--- src/hw/stop_clock_regs.svh ---
// offsets, field positions, reset values and timing figures of the clock-control block
`ifndef STOP_CLOCK_REGS_SVH
`define STOP_CLOCK_REGS_SVH

`define REG_PROC_CTL        6'h00
`define REG_LEVEL_TWO       6'h04
`define REG_LEVEL_THREE     6'h08
`define REG_COUNT_B         6'h0c
`define REG_GLOBAL_CTL      6'h10
`define REG_IDLE_CTL        6'h14
`define REG_BURST_SRC       6'h18
`define REG_STANDBY_RELOAD  6'h1c
`define REG_STATUS          6'h20
`define REG_MASK            6'h24
`define REG_CLOCK_STATE     6'h28

`define FLAG_OVERHEAT       0
`define FLAG_IDLE_LSB       1
`define FLAG_STANDBY        5
`define FLAG_BURST          6
`define FLAG_WIDTH          7

`define BURST_EXT_BIT       4
`define RESET_DUTY          3'h0
`define RESET_RELOAD        16'h0000

`define CLOCK_HZ            40000000
`define CLOCK_MHZ           40
`define OVERHEAT_DELAY_MS   2000
`define MIN_HIGH_NS         32000
`define IDLE_TICK_NS        1000

`endif

--- src/hw/stop_clock_pkg.sv ---
// types shared by the clock-control block
package stop_clock_pkg;

	typedef enum logic [1:0] {
		FULL_SPEED,
		LEVEL_TWO,
		LEVEL_THREE
	} clk_state_t;

endpackage : stop_clock_pkg

--- src/hw/halt_shaper.sv ---
// stop-clock output stage with a guaranteed least high time
`timescale 1ns/100ps
`include "stop_clock_regs.svh"

module halt_shaper #(
	parameter int unsigned MIN_HIGH_CYCLES = 1280
) (
	input  wire logic clock,
	input  wire logic sys_rst,
	input  wire logic want_halt,
	output logic      cpu_clock_halt_n
);

	localparam int unsigned CW = $clog2(MIN_HIGH_CYCLES + 1);

	typedef struct packed {
		logic          halt_n;
		logic [CW-1:0] hold;
	} shaper_t;

	shaper_t s;
	shaper_t next_s;

	always_comb
	begin
		next_s = s;
		if (!s.halt_n)
		begin
			// release holds high
			if (!want_halt)
			begin
				next_s.halt_n = 1'b1;
				next_s.hold   = CW'(MIN_HIGH_CYCLES - 1);
			end
		end
		else if (s.hold != '0)
		begin
			next_s.hold = s.hold - CW'(1);
		end
		else if (want_halt)
		begin
			next_s.halt_n = 1'b0;
		end
	end

	always_ff @(posedge clock)
	begin
		if (sys_rst)
		begin
			s.halt_n <= 1'b1;
			s.hold   <= '0;
		end
		else
		begin
			s <= next_s;
		end
	end

	assign cpu_clock_halt_n = s.halt_n;

endmodule : halt_shaper

--- src/hw/stop_clock_thermal_control.sv ---
// processor clock-control, idle timers and thermal throttling with Avalon-MM registers
//
// The placing of the registers and the Avalon-MM register port are this design's own decisions.
`timescale 1ns/100ps
`include "stop_clock_regs.svh"

// Behaviour
// reading level-two or level-three register enters that reduced-speed clock state
// expiry of an idle timer enabled as burst source raises a burst event
// software keeps external bursts off and only device 3 as source on entry
// activity from external disk controller cycles causes no timer reloads or events
// firmware enables interrupt reloads of the standby timer during disk activity
// any device idle timer timeout raises a management interrupt
// thermal input with enable set and routing clear raises management interrupt
// thermal input with enable and routing both set raises control interrupt
// stop-clock throttling starts two seconds after thermal input asserts
// stop-clock output, once released, stays high at least 32 us
// duty setting seven of eight (87%) works for both duty fields
// thermal input over two seconds overrides clock state; returns after it drops
// thermal enable clear suppresses both thermal interrupts
// thermal flag sets on thermal assertion and stays until software clears it
module stop_clock_thermal_control #(
	parameter int unsigned THERM_DELAY_CYCLES = `OVERHEAT_DELAY_MS * (`CLOCK_HZ / 1000),
	parameter int unsigned THERM_W            = 27,
	parameter int unsigned NUM_DEV            = 4
) (
	input  wire logic               clock,
	input  wire logic               sys_rst,
	input  wire logic [5:0]         address,
	input  wire logic               read,
	input  wire logic               write,
	input  wire logic [31:0]        writedata,
	input  wire logic [3:0]         byteenable,
	output logic [31:0]             readdata,
	output logic                    waitrequest,
	input  wire logic [NUM_DEV-1:0] dev_activity,
	input  wire logic               ext_disk_cycle,
	input  wire logic               irq_activity,
	input  wire logic               ext_burst,
	input  wire logic               overheat_in_n,
	output logic                    cpu_clock_halt_n,
	output logic                    mgmt_irq_n,
	output logic                    control_irq,
	output logic                    irq
);

	localparam int unsigned MIN_HIGH_CYCLES = (`MIN_HIGH_NS * `CLOCK_MHZ + 999) / 1000;
	localparam int unsigned TICK_CYCLES     = (`IDLE_TICK_NS * `CLOCK_MHZ) / 1000;
	localparam int unsigned SW              = $clog2(MIN_HIGH_CYCLES);
	localparam int unsigned TW              = $clog2(TICK_CYCLES);

	typedef struct packed {
		stop_clock_pkg::clk_state_t  cstate;
		logic                        ack;
		logic [31:0]                 readdata;
		logic [2:0]                  throttle_duty_field;
		logic                        throttle_en;
		logic [2:0]                  overheat_duty_field;
		logic                        overheat_irq_enable;
		logic                        control_irq_route_enable;
		logic                        standby_reload_on_irq;
		logic [NUM_DEV-1:0]          idle_en;
		logic [15:0]                 idle_reload;
		logic [NUM_DEV:0]            burst_source_enable;
		logic [15:0]                 standby_reload;
		logic [`FLAG_WIDTH-1:0]      flags;
		logic [`FLAG_WIDTH-1:0]      mask;
		logic [NUM_DEV-1:0][15:0]    idle_cnt;
		logic [15:0]                 standby_cnt;
		logic [TW-1:0]               tick_cnt;
		logic                        hot_q;
		logic [THERM_W-1:0]          therm_cnt;
		logic                        therm_ovr;
		logic [SW-1:0]               slot_cnt;
		logic [2:0]                  phase;
		logic                        mgmt;
		logic                        ctl_irq;
	} state_t;

	state_t s;
	state_t next_s;
	logic   want_halt;

	function automatic logic [31:0] merge(input logic [31:0] old, input logic [31:0] wd, input logic [3:0] be);
		logic [31:0] r;
		r = old;
		for (int b = 0; b < 4; b++)
		begin
			if (be[b])
			begin
				r[8*b +: 8] = wd[8*b +: 8];
			end
		end
		return r;
	endfunction : merge

	// duty counts eighths of the throttle period spent halted
	function automatic logic halted_slot(input logic [2:0] phase, input logic [2:0] duty);
		return phase < duty;
	endfunction : halted_slot

	function automatic logic [31:0] reg_value(input state_t st, input logic [5:0] addr);
		logic [31:0] v;
		v = 32'h0000_0000;
		unique case (addr)
			`REG_PROC_CTL:
			begin
				v[2:0] = st.throttle_duty_field;
				v[4]   = st.throttle_en;
			end
			`REG_COUNT_B:        v[2:0] = st.overheat_duty_field;
			`REG_GLOBAL_CTL:
			begin
				v[0] = st.overheat_irq_enable;
				v[1] = st.control_irq_route_enable;
				v[2] = st.standby_reload_on_irq;
			end
			`REG_IDLE_CTL:
			begin
				v[NUM_DEV-1:0] = st.idle_en;
				v[31:16]       = st.idle_reload;
			end
			`REG_BURST_SRC:      v[NUM_DEV:0] = st.burst_source_enable;
			`REG_STANDBY_RELOAD: v[15:0] = st.standby_reload;
			`REG_STATUS:         v[`FLAG_WIDTH-1:0] = st.flags;
			`REG_MASK:           v[`FLAG_WIDTH-1:0] = st.mask;
			`REG_CLOCK_STATE:
			begin
				v[1:0] = st.cstate;
				v[2]   = st.therm_ovr;
			end
			default:             v = 32'h0000_0000;
		endcase
		return v;
	endfunction : reg_value

	always_comb
	begin
		logic               req;
		logic               accept;
		logic [31:0]        wv;
		logic [NUM_DEV-1:0] act;
		logic [NUM_DEV-1:0] idle_exp;
		logic               standby_exp;
		logic               burst;
		logic               hot;
		logic               tick;
		next_s      = s;
		req         = read | write;
		accept      = req & s.ack;
		wv          = 32'h0000_0000;
		idle_exp    = '0;
		act         = '0;
		standby_exp = 1'b0;
		burst       = 1'b0;
		hot         = ~overheat_in_n;
		tick        = (s.tick_cnt == TW'(TICK_CYCLES - 1));

		// one wait state: data is captured as the answer is given
		next_s.ack = req & ~s.ack;
		if (req & ~s.ack)
		begin
			next_s.readdata = reg_value(s, address);
		end

		next_s.tick_cnt = tick ? '0 : s.tick_cnt + TW'(1);

		// disk-controller cycles are not activity
		act = dev_activity & {NUM_DEV{~ext_disk_cycle}};

		for (int i = 0; i < NUM_DEV; i++)
		begin
			if (!s.idle_en[i])
			begin
				next_s.idle_cnt[i] = 16'h0000;
			end
			else if (act[i])
			begin
				next_s.idle_cnt[i] = s.idle_reload;
			end
			else if (tick && s.idle_cnt[i] != 16'h0000)
			begin
				next_s.idle_cnt[i] = s.idle_cnt[i] - 16'h0001;
				idle_exp[i]        = (s.idle_cnt[i] == 16'h0001);
			end
		end

		// irq reload of the standby timer only when enabled
		if ((|act) || (irq_activity && s.standby_reload_on_irq))
		begin
			next_s.standby_cnt = s.standby_reload;
		end
		else if (tick && s.standby_cnt != 16'h0000)
		begin
			next_s.standby_cnt = s.standby_cnt - 16'h0001;
			standby_exp        = (s.standby_cnt == 16'h0001);
		end

		// burst from enabled idle timers or external request
		burst = (|(idle_exp & s.burst_source_enable[NUM_DEV-1:0]))
			| (ext_burst & s.burst_source_enable[`BURST_EXT_BIT] & ~ext_disk_cycle);

		if (burst && s.cstate != stop_clock_pkg::FULL_SPEED)
		begin
			next_s.cstate = stop_clock_pkg::FULL_SPEED;
		end

		// level reads applied after the burst so entry is never lost
		if (accept && read && address == `REG_LEVEL_TWO)
		begin
			next_s.cstate = stop_clock_pkg::LEVEL_TWO;
		end
		if (accept && read && address == `REG_LEVEL_THREE)
		begin
			next_s.cstate = stop_clock_pkg::LEVEL_THREE;
		end

		// two-second qualification of the thermal input
		next_s.hot_q = hot;
		if (!hot)
		begin
			next_s.therm_cnt = '0;
			next_s.therm_ovr = 1'b0;
		end
		else if (s.therm_cnt != THERM_W'(THERM_DELAY_CYCLES))
		begin
			next_s.therm_cnt = s.therm_cnt + THERM_W'(1);
		end
		else
		begin
			next_s.therm_ovr = 1'b1;
		end

		if (s.slot_cnt == SW'(MIN_HIGH_CYCLES - 1))
		begin
			next_s.slot_cnt = '0;
			next_s.phase    = s.phase + 3'h1;
		end
		else
		begin
			next_s.slot_cnt = s.slot_cnt + SW'(1);
		end

		if (accept && write)
		begin
			unique case (address)
				`REG_PROC_CTL:
				begin
					wv = merge(reg_value(s, address), writedata, byteenable);
					next_s.throttle_duty_field = wv[2:0];
					next_s.throttle_en         = wv[4];
				end
				`REG_COUNT_B:
				begin
					wv = merge(reg_value(s, address), writedata, byteenable);
					next_s.overheat_duty_field = wv[2:0];
				end
				`REG_GLOBAL_CTL:
				begin
					wv = merge(reg_value(s, address), writedata, byteenable);
					next_s.overheat_irq_enable      = wv[0];
					next_s.control_irq_route_enable = wv[1];
					next_s.standby_reload_on_irq    = wv[2];
				end
				`REG_IDLE_CTL:
				begin
					wv = merge(reg_value(s, address), writedata, byteenable);
					next_s.idle_en     = wv[NUM_DEV-1:0];
					next_s.idle_reload = wv[31:16];
				end
				`REG_BURST_SRC:
				begin
					wv = merge(reg_value(s, address), writedata, byteenable);
					next_s.burst_source_enable = wv[NUM_DEV:0];
				end
				`REG_STANDBY_RELOAD:
				begin
					wv = merge(reg_value(s, address), writedata, byteenable);
					next_s.standby_reload = wv[15:0];
				end
				`REG_MASK:
				begin
					wv = merge(reg_value(s, address), writedata, byteenable);
					next_s.mask = wv[`FLAG_WIDTH-1:0];
				end
				default:
				begin
					wv = 32'h0000_0000;
				end
			endcase
		end

		// read clears only bits already reported; new events win
		if (accept && read && address == `REG_STATUS)
		begin
			next_s.flags = s.flags & ~s.readdata[`FLAG_WIDTH-1:0];
		end
		next_s.flags[`FLAG_OVERHEAT] = next_s.flags[`FLAG_OVERHEAT] | (hot & ~s.hot_q);
		next_s.flags[`FLAG_IDLE_LSB +: NUM_DEV] = next_s.flags[`FLAG_IDLE_LSB +: NUM_DEV] | idle_exp;
		next_s.flags[`FLAG_STANDBY] = next_s.flags[`FLAG_STANDBY] | standby_exp;
		next_s.flags[`FLAG_BURST]   = next_s.flags[`FLAG_BURST] | burst;

		// management interrupt for idle timeouts or enabled thermal with routing clear
		next_s.mgmt = (|s.flags[`FLAG_IDLE_LSB +: NUM_DEV])
			| (s.flags[`FLAG_OVERHEAT] & s.overheat_irq_enable & ~s.control_irq_route_enable);
		// thermal routed to control interrupt
		next_s.ctl_irq = s.flags[`FLAG_OVERHEAT] & s.overheat_irq_enable & s.control_irq_route_enable;
	end

	always_comb
	begin
		// override throttles whatever state was held before
		if (s.therm_ovr)
		begin
			want_halt = halted_slot(s.phase, s.overheat_duty_field);
		end
		else if (s.cstate != stop_clock_pkg::FULL_SPEED)
		begin
			want_halt = 1'b1;
		end
		else
		begin
			want_halt = s.throttle_en & halted_slot(s.phase, s.throttle_duty_field);
		end
	end

	always_ff @(posedge clock)
	begin
		if (sys_rst)
		begin
			s.cstate                   <= stop_clock_pkg::FULL_SPEED;
			s.ack                      <= 1'b0;
			s.readdata                 <= 32'h0000_0000;
			s.throttle_duty_field      <= `RESET_DUTY;
			s.throttle_en              <= 1'b0;
			s.overheat_duty_field      <= `RESET_DUTY;
			s.overheat_irq_enable      <= 1'b0;
			s.control_irq_route_enable <= 1'b0;
			s.standby_reload_on_irq    <= 1'b0;
			s.idle_en                  <= '0;
			s.idle_reload              <= `RESET_RELOAD;
			s.burst_source_enable      <= '0;
			s.standby_reload           <= `RESET_RELOAD;
			s.flags                    <= '0;
			s.mask                     <= '0;
			s.idle_cnt                 <= '0;
			s.standby_cnt              <= 16'h0000;
			s.tick_cnt                 <= '0;
			s.hot_q                    <= 1'b0;
			s.therm_cnt                <= '0;
			s.therm_ovr                <= 1'b0;
			s.slot_cnt                 <= '0;
			s.phase                    <= 3'h0;
			s.mgmt                     <= 1'b0;
			s.ctl_irq                  <= 1'b0;
		end
		else
		begin
			s <= next_s;
		end
	end

	// output stage enforces the least high time
	halt_shaper #(
		.MIN_HIGH_CYCLES (MIN_HIGH_CYCLES)
	) u_shaper (
		.clock            (clock),
		.sys_rst          (sys_rst),
		.want_halt        (want_halt),
		.cpu_clock_halt_n (cpu_clock_halt_n)
	);

	assign waitrequest = (read | write) & ~s.ack;
	assign readdata    = s.readdata;
	assign mgmt_irq_n  = ~s.mgmt;
	assign control_irq = s.ctl_irq;
	assign irq         = |(s.flags & s.mask);

endmodule : stop_clock_thermal_control

--- config.mk ---
export PLATFORM = sky130hd
export DESIGN_NAME = stop_clock_thermal_control
export DESIGN_NICKNAME = d
export VERILOG_FILES = /design/src/hw/stop_clock_pkg.sv /design/src/hw/halt_shaper.sv /design/src/hw/stop_clock_thermal_control.sv
export VERILOG_INCLUDE_DIRS = /design/src /design/src/hw
export SDC_FILE = /design/constraint.sdc
export NUM_CORES = 1
export LEC_CHECK = 0
export BUFFER_PORTS_ARGS = -buffer_cell sky130_fd_sc_hd__buf_2
export CORE_ASPECT_RATIO = 1.1
export CORE_MARGIN = 2
export CORE_UTILIZATION = 50
export DETAILED_ROUTE_END_ITERATION = 10
export PLACE_DENSITY = 0.65
export REMOVE_ABC_BUFFERS = 1
export SYNTH_ARGS = -nofsm -noshare
export SYNTH_HDL_FRONTEND = slang
export SYNTH_HIERARCHICAL = 1
export SYNTH_SLANG_ARGS = --single-unit
--- constraint.sdc ---
create_clock -name clock -period 3.8 [get_ports clock]
set_input_delay 0.38 -clock clock [delete_from_list [all_inputs] [get_ports clock]]
set_output_delay 0.38 -clock clock [all_outputs]
set_load 0.01 [all_outputs]
# == Yosys cells after proc, flatten, opt, wreduce, memory -nomap -nowiden ==
# Cells that the tools add are included.
# word_totals
ff_bits,243
in_bits,54
output_inout_bits,37
word_cells,188
# op_classes
n_addsub,10
magnitude_cmp,2
n_eq_ne,20
n_mux,41
bitwise_logic,31
n_reduce_logical,51
# ops
operator,count
16-bit 2-to-1 mux,11
"16-bit by 1-bit equality test with 1-bit output, second input constant",5
16-bit nonzero test,5
"16-bit by 1-bit subtractor with 16-bit output, second input constant",5
3-bit AND reduction,10
"27-bit by 1-bit adder with 27-bit output, second input constant",1
"27-bit != test, second input constant",1
3-bit one-hot mux with 9 select lines,1
"6-bit by 5-bit equality test with 1-bit output, second input constant",4
"6-bit equality test, second input constant",4
12-bit 2-to-1 mux,2
1-bit 2-to-1 mux,18
2-bit OR reduction,8
7-bit AND,2
2-bit nonzero test,7
"6-bit by 4-bit equality test with 1-bit output, second input constant",2
1-bit logical AND,12
4-bit OR reduction,3
"11-bit by 1-bit adder with 11-bit output, second input constant",1
"11-bit equality test, second input constant",1
11-bit 2-to-1 mux,1
11-bit nonzero test,1
"11-bit by 1-bit subtractor with 11-bit output, second input constant",1
1-bit NOT,10
other kinds (20),39

# == Depth between registers and ports, before layout ==
# Gate-level depths: netlist (run 1).
# logic_depth
depth_word,12
depth_mapped,10
depth_no_buf,10

# == Cells and area by module ==
# Netlist (run 1), hierarchy kept.
# by_module_without_submodules
mod,instances,cells_each,area_per_inst_um2,seq_area_each_um2
stop_clock_thermal_control,1,1382,11556.1,4624.4
halt_shaper,1,70,615.6,240.2

# == Worst setup path before layout (run 1) ==
# OpenSTA, ideal clock, no wires.
# synth_path
kind,register to register
start,register s[99] (netlist bit)
end,register s[112] (netlist bit)
setup_ns,0.086
arrival_ns,2.169
required_ns,3.714
path_slack_ns,1.545
path_stages_with_launch,8
path_buffers,0
synth_period_minus_slack_ns,2.255
path_cell_list,dfxtp_1 -> inv_1 -> ha_1 -> or4b_2 -> nor4_1 -> nor3_1 -> xnor2_1 -> a211oi_1
# synth_between
elab_chain_cells,3
word_cells_on_any_way,6
classes_between,1 x add/sub; 2 x mux; 3 x reduce/logical
# synth_lines
item,line_no,rtl
start: declaration,stop_clock_thermal_control.sv:80,state_t s;
16-bit by 1-bit subtractor with 16-bit output or 16-bit nonzero test (tied branches),"stop_clock_thermal_control.sv:183, stop_clock_thermal_control.sv:181",
16-bit 2-to-1 mux or 1-bit logical AND (tied branches),stop_clock_thermal_control.sv:181,else if (tick && s.idle_cnt[i] != 16'h0000)
16-bit 2-to-1 mux or 2-bit nonzero test (tied branches),--,
# Several ways; a longest one is shown, not always the timed one. The select of a mux whose other input is x is not followed.
# A chain may end at the register's enable or synchronous reset.

# == Final worst setup path (run 1) ==
# Same ends and word-level chain as after synthesis.

==> results.toml, run 1 <==
[detailed_routing]
viasPerCell = 6.006
routedWlPerCell_um = 17.84
remaining_drc_errors = 0
vias = 10840
finalWirelength_um = 32200
first_iter_violations = 975
postRouteAntennaNets = 0
firstDrtPassIters = 7

[critical_path]
endpoint = "s[112]$_SDFFE_PP0P_"
reg2reg_to = "s[112]$_SDFFE_PP0P_"
crit_path_end_kind = "register"
path_max_fanout = 7
arrival_ps = 3120
required_ps = 4250
cp_slowest_cell = "nor4_1"
critPathLaunchType = "register"
crit_type = "reg -> reg"
rr_worst_depth = 7
r2r_start = "s[99]$_SDFFE_PP0P_"
startpoint = "s[99]$_SDFFE_PP0P_"
path_cells = "inv_1, ha_1, or4b_2, nor4_1, nor3_1, xnor2_1, a211oi_1"
r2r_slack_ps = 1130
critical-path-max-stage-delay_ps = 810

[global_routing]
grt_usage_pct = 24.54
grt_pass1_vias = 10030
grt_overflow_total = 0
grt_pass1_wl_um = 52410
grt_max_degree = 51
antenna_found_initial = 0

[layout]
drive_above_1_share_pct = 12.20
multiInputGateArea_um2 = 6673
n_antenna_cell = 0
final_cell_mix = "dfxtp_1, nor2_1, a21oi_1, nand2_1, buf_2"
finalNetCount = 1563
seq_area_um2 = 4865
fillers = 2223
final_common_cell = "dfxtp_1"
area_growth_pct = 11.01

[die]
die_height_um = 167.6
row_count = 59
start_util_pct = 51.21
die_w_um = 152.8
core_area_um2 = 23770
pin_count = 91
dieArea_um2 = 25610

[timing]
slew_headroom_pct = 30.09
grt_setup_unrepaired = "false"
min_period_ps = 2669
fin_hold_ws_ps = 84.05
setup_tns_ps = 0
clock.fmax_ghz = 0.3747
clock_skew_ps = 12.09
finalSetupViolations = 0
slew_violations = 0
final_hold_viol_count = 0
fin_crit_sh_pct = 70.23
worstMarginPinSlew_ps = 1039

[synthesis]
synth.distinct_cells = 71
ys_seq_area_share_pct = 39.97
synth_top_area_cell = "dfxtp_1"
syn-instance-count = 1452
yosysTopAreaCellShare_pct = 39.97
ys_seq_elements = 243
async_flop_share_pct = 0
avgSynthCellArea_um2 = 8.383
yosysWarnings = 6
syn_area_um2 = 12170
synth_area_leaders = "dfxtp_1, a21oi_1, xnor2_1"
synthFlopType = "dfxtp_1"
synth_edf_count = 0

[cts]
clock-root-buffer = "clkbuf_16"
cts-buffers-inserted = 27
cts_buffer_depth = 3
clkSinkCount = 243
hold_buffers = 0
htreeDepth = 1
cts_resized = 0
tritoncts = "built"
clkLatencyLatePin_ps = 530
cts.repair_timing.setup_buffer_count = 0
path_clk_slew_ps = 60

[worst_hold_path]
worstHoldPathType = "in -> reg"

[place]
place_congestion = 0.9074
port_buffers = 90
dp_hpwl_um = 22190

[pwr]
powerDensity_nw_per_um2 = 439.5
leakage_nw = 4.776
vdd_drop_max_v = 0.0002922

[run_status]
outcome = "finished, final reports clean"

[flow_run]
drv_cap = 0
synth_stat cells (20+ instances only):
master      n
a211oi_1   33
a21oi_1   129
buf_4      32
clkbuf_1   63
dfxtp_1   243
ha_1       25
inv_1      31
mux2i_1    50
nand2_1   102
nand3_1    87
nand4_1    36
nor2_1    143
nor3_1     32
nor4_1     39
o21ai_0    73
or3_1      20
or4_1      22
xnor2_1    65
xor2_1     34
worst max-delay path: cells and delay by family, from the launching register on:
kind | cells | cell delay [ps]
AOI/OAI and AO/OA | 1 | 220
xor gates and xnor gates | 1 | 180
adders and majority gates | 1 | 150
buffers and inverters | 1 | 100
DFF | 1 | 360
and+or+nand+nor | 3 | 1590
layout make-up:
type	count	area share, %
Multi-Input combinational cell	1072	49.38
Clock buffer	33	5.241
Clock inverter	12	1.278
Timing Repair Buffer	109	4.408
Sequential cell	243	36.00
Inverter	31	0.8612
Tap cell	305	2.824
registers in the layout (all words and copies together) (netlist names):
name and cells:
s 198, readdata 32, u_shaper/s 11, control_irq 1, u_shaper/cpu_clock_halt_n 1
worst min-delay path by stage:
stage,start,to,slack (ps),depth (start not counted)
after CTS,writedata[7],s[152]$_SDFFE_PP0P_,80,3
after global routing,writedata[7],s[152]$_SDFFE_PP0P_,80,3
after global placement,s[44]$_SDFF_PP0_,s[138]$_SDFF_PP0_,410,1
after floorplan,s[44]$_SDFF_PP0_,s[138]$_SDFF_PP0_,400,1
final,writedata[7],s[152]$_SDFFE_PP0P_,80,3
after detailed placement,s[44]$_SDFF_PP0_,s[138]$_SDFF_PP0_,420,1
metal layers:
layer  vias up  GRT usage [%]  part of all wire, %
met5         -              0                    0
met4         0          6.441                  2.2
met3        56          3.364                  6.5
met2       372          39.46                   45
met1      5131          34.78                   47
li1       5281              -                    -
power breakdown:
part           total (W)  leakage [nW]  internal, W  switching, W
logic           0.000594          2.39     0.000240      0.000354
clock network    0.00264         0.427      0.00159       0.00105
registers        0.00270          1.96      0.00262     0.0000802
total            0.00594          4.78      0.00445       0.00149
cell families after synthesis:
family	after synthesis	synth area share, %
AO/OA/AOI/OAI	297	14.39
XOR/XNOR	99	7.124
adder cells (fa/ha/maj)	25	2.570
buffers and inverters	137	5.243
flip-flops	243	39.97
multiplexers	51	4.204
AND/OR/NAND/NOR	600	26.50
stage by stage:
stage	setup WS [ps]	instances	total power, W	cell area (um2)	util [%]
floorplan	1069	1346	0.003144	11650	-
global placement	1180	1760	0.003333	12630	53.14
detailed placement	1138	1760	0.003345	12630	53.14
CTS	1148	1805	0.005984	13510	56.84
global route	879.3	1805	0.006199	13510	56.84
finish	1131	1805	0.005938	13510	56.84
Note: power is estimated with default switching activity, not from simulation.
==> run 2: changes to the inputs <==
==> constraint.sdc (replaced) <==
create_clock -name clock -period 2.5 [get_ports clock]
set_input_delay 0.25 -clock clock [delete_from_list [all_inputs] [get_ports clock]]
set_output_delay 0.25 -clock clock [all_outputs]
set_load 0.01 [all_outputs]
==> run 2 against run 1 <==
Compared with the run above:
- non-clock buffer count up 59
- total power grew 51%
- combinational power is 66% higher
- largest power group unchanged
- die area unchanged
- largest cell class unchanged
- critical endpoint is now waitrequest
- critical path depth decreased by 3
==> results.toml, run 2 (synthesis results as in run 1) <==
[critical_path]
crit_buf_inv = 3
critical-path-max-stage-delay_ps = 440
crit_type = "reg -> out"
cp_slowest_cell = "o21bai_2"
path_max_fanout = 29
r2r_start = "s[75]$_SDFFE_PP0P_"
critPathLaunchType = "register"
arrival_ps = 2100
crit_path_end_kind = "output port"
startpoint = "s[228]$_SDFF_PP0_"
cp.depth = 4
r2r_slack_ps = 160
rr_worst_depth = 5
endpoint = "waitrequest"
reg2reg_to = "s[230]$_SDFFE_PP0P_"
required_ps = 2250
path_cells = "o21bai_2, inv_1, buf_4, buf_2"
critPathTopFamily = "buffers and inverters"

[layout]
n_antenna_cell = 0
multiInputGateArea_um2 = 6681
area_growth_pct = 15.22
final_util_pct = 59.00
seq_area_um2 = 4865
largest_register_ffs = 198
finalNetCount = 1622
finalNonFillerCells = 1866
final_cell_mix = "dfxtp_1, nor2_1, a21oi_1, nand2_1, buf_2"
drive_above_1_share_pct = 13.90
final_common_cell = "dfxtp_1"
largest-register = "s"
top_regs = "s: 198 flops, readdata: 32 flops, u_shaper/s: 11 flops"
fillers = 2204

[timing]
grt_setup_unrepaired = "false"
setup_tns_ps = 0
final_hold_viol_count = 0
slew_headroom_pct = 37.62
finalSetupViolations = 0
slew_violations = 0
clock.fmax_ghz = 0.4260
min_period_ps = 2347
worstMarginPinSlew_ps = 933.8
fin_crit_sh_pct = 93.90
clock_skew_ps = 17.08

[global_routing]
antenna_found_initial = 0
grt_pass1_wl_um = 53410
grtUsageMet3_pct = 3.571
top_usage_layer = "met2"
grt_usage_pct = 25.07
met2_usage_pct = 40.51
grt_overflow_total = 0
grt_pass1_vias = 10240
grt_max_degree = 70
grtUsageMet1_pct = 35.19

[cts]
htreeDepth = 1
tritoncts = "built"
cts_buffer_depth = 3
cts-buffers-inserted = 27
clkLatencyLatePin_ps = 540
path_clk_slew_ps = 60
clock-root-buffer = "clkbuf_16"
clkSinkCount = 243

[die]
row_count = 59
start_util_pct = 51.21
die_w_um = 152.8
core_area_um2 = 23770
pin_count = 91
dieArea_um2 = 25610
die_height_um = 167.6

[detailed_routing]
finalWirelength_um = 33060
remaining_drc_errors = 0
routedWlPerCell_um = 17.72
viasPerCell = 5.898
first_iter_violations = 882
vias = 11010
postRouteAntennaNets = 0
firstDrtPassIters = 5

[place]
port_buffers = 90
place_congestion = 0.8949
dp_hpwl_um = 22830
dp_cells = 1789

[pwr]
vdd_drop_max_v = 0.0004454
powerDensity_nw_per_um2 = 640.5
leakage_nw = 5.045
fin_total_pwr_w = 0.008982

[worst_hold_path]
worstHoldPathType = "in -> reg"

[run_status]
outcome = "finished, final reports clean"

[flow_run]
drv_cap = 0
-- run 2: changes by cell type in the layout (fill, tap and decap cells not counted), sizes merged --
cell	previous run	this run
clkinvlp	2	1
buf	109	140
bufinv	4	2
clkbuf	33	37
dlygate4sd3	0	28
inv	31	32
-- run 2: repair_timing --
item	in CTS	in global routing
hold buffers	28	0
endpoints found under the hold margin	31	0
gates resized for setup	0	2
endpoints found under the setup margin	0	4
buffers inserted	0	2
-- run 2: worst min-delay path by stage --
| stage | start | endpoint | slack, ps | depth (start not counted) |
|---|---|---|---|---|
| floorplan | sys_rst | readdata[10]$_SDFFE_PP0P_ | 320 | 1 |
| global placement | s[44]$_SDFF_PP0_ | s[138]$_SDFF_PP0_ | 410 | 1 |
| detailed placement | s[44]$_SDFF_PP0_ | s[138]$_SDFF_PP0_ | 410 | 1 |
| CTS | writedata[4] | s[135]$_SDFFE_PP0P_ | 10 | 3 |
| global route | writedata[4] | s[135]$_SDFFE_PP0P_ | 20 | 3 |
| finish | writedata[4] | s[135]$_SDFFE_PP0P_ | 30 | 3 |
-- run 2: where the power goes --
group | switching (W) | internal [W] | total [W]
clock | 0.00158 | 0.00230 | 0.00388
combinational | 0.000559 | 0.000430 | 0.000989
sequential | 0.000122 | 0.00399 | 0.00411
total | 0.00226 | 0.00672 | 0.00898
-- run 2: cell type report --
class,instances,share of cell area [%]
clock buffer,37,5.371
tap,305,2.721
inverter,31,0.8297
clock inverter,10,0.7583
sequential,243,34.69
timing repair buffer,168,7.994
multi-input combinational,1072,47.64
-- run 2: tightest hold or removal path: stages --
cell	delay, ps
buf_2	150
nand3_1	70
a21oi_1	50
-- run 2: metal layers --
layer / vias to the layer above / wire length, um
met5: - / 0
met1: 5217 / 15190
met3: 51 / 2125
met4: 0 / 777
met2: 327 / 14970
li1: 5411 / -
-- run 2: per-stage QoR --
| stage | worst slack, ps | hold WS, ps | area [um2] |
|---|---|---|---|
| final | 152.6 | 28.83 | 14020 |
| after global routing | 4.252 | 22.89 | 14020 |
| after CTS | 84.38 | 11.57 | 14000 |
| after detailed placement | 113.5 | 413.8 | 12860 |
| after global placement | 185.5 | 405.7 | 12860 |
| after floorplan | -100.6 | 319.1 | 11650 |
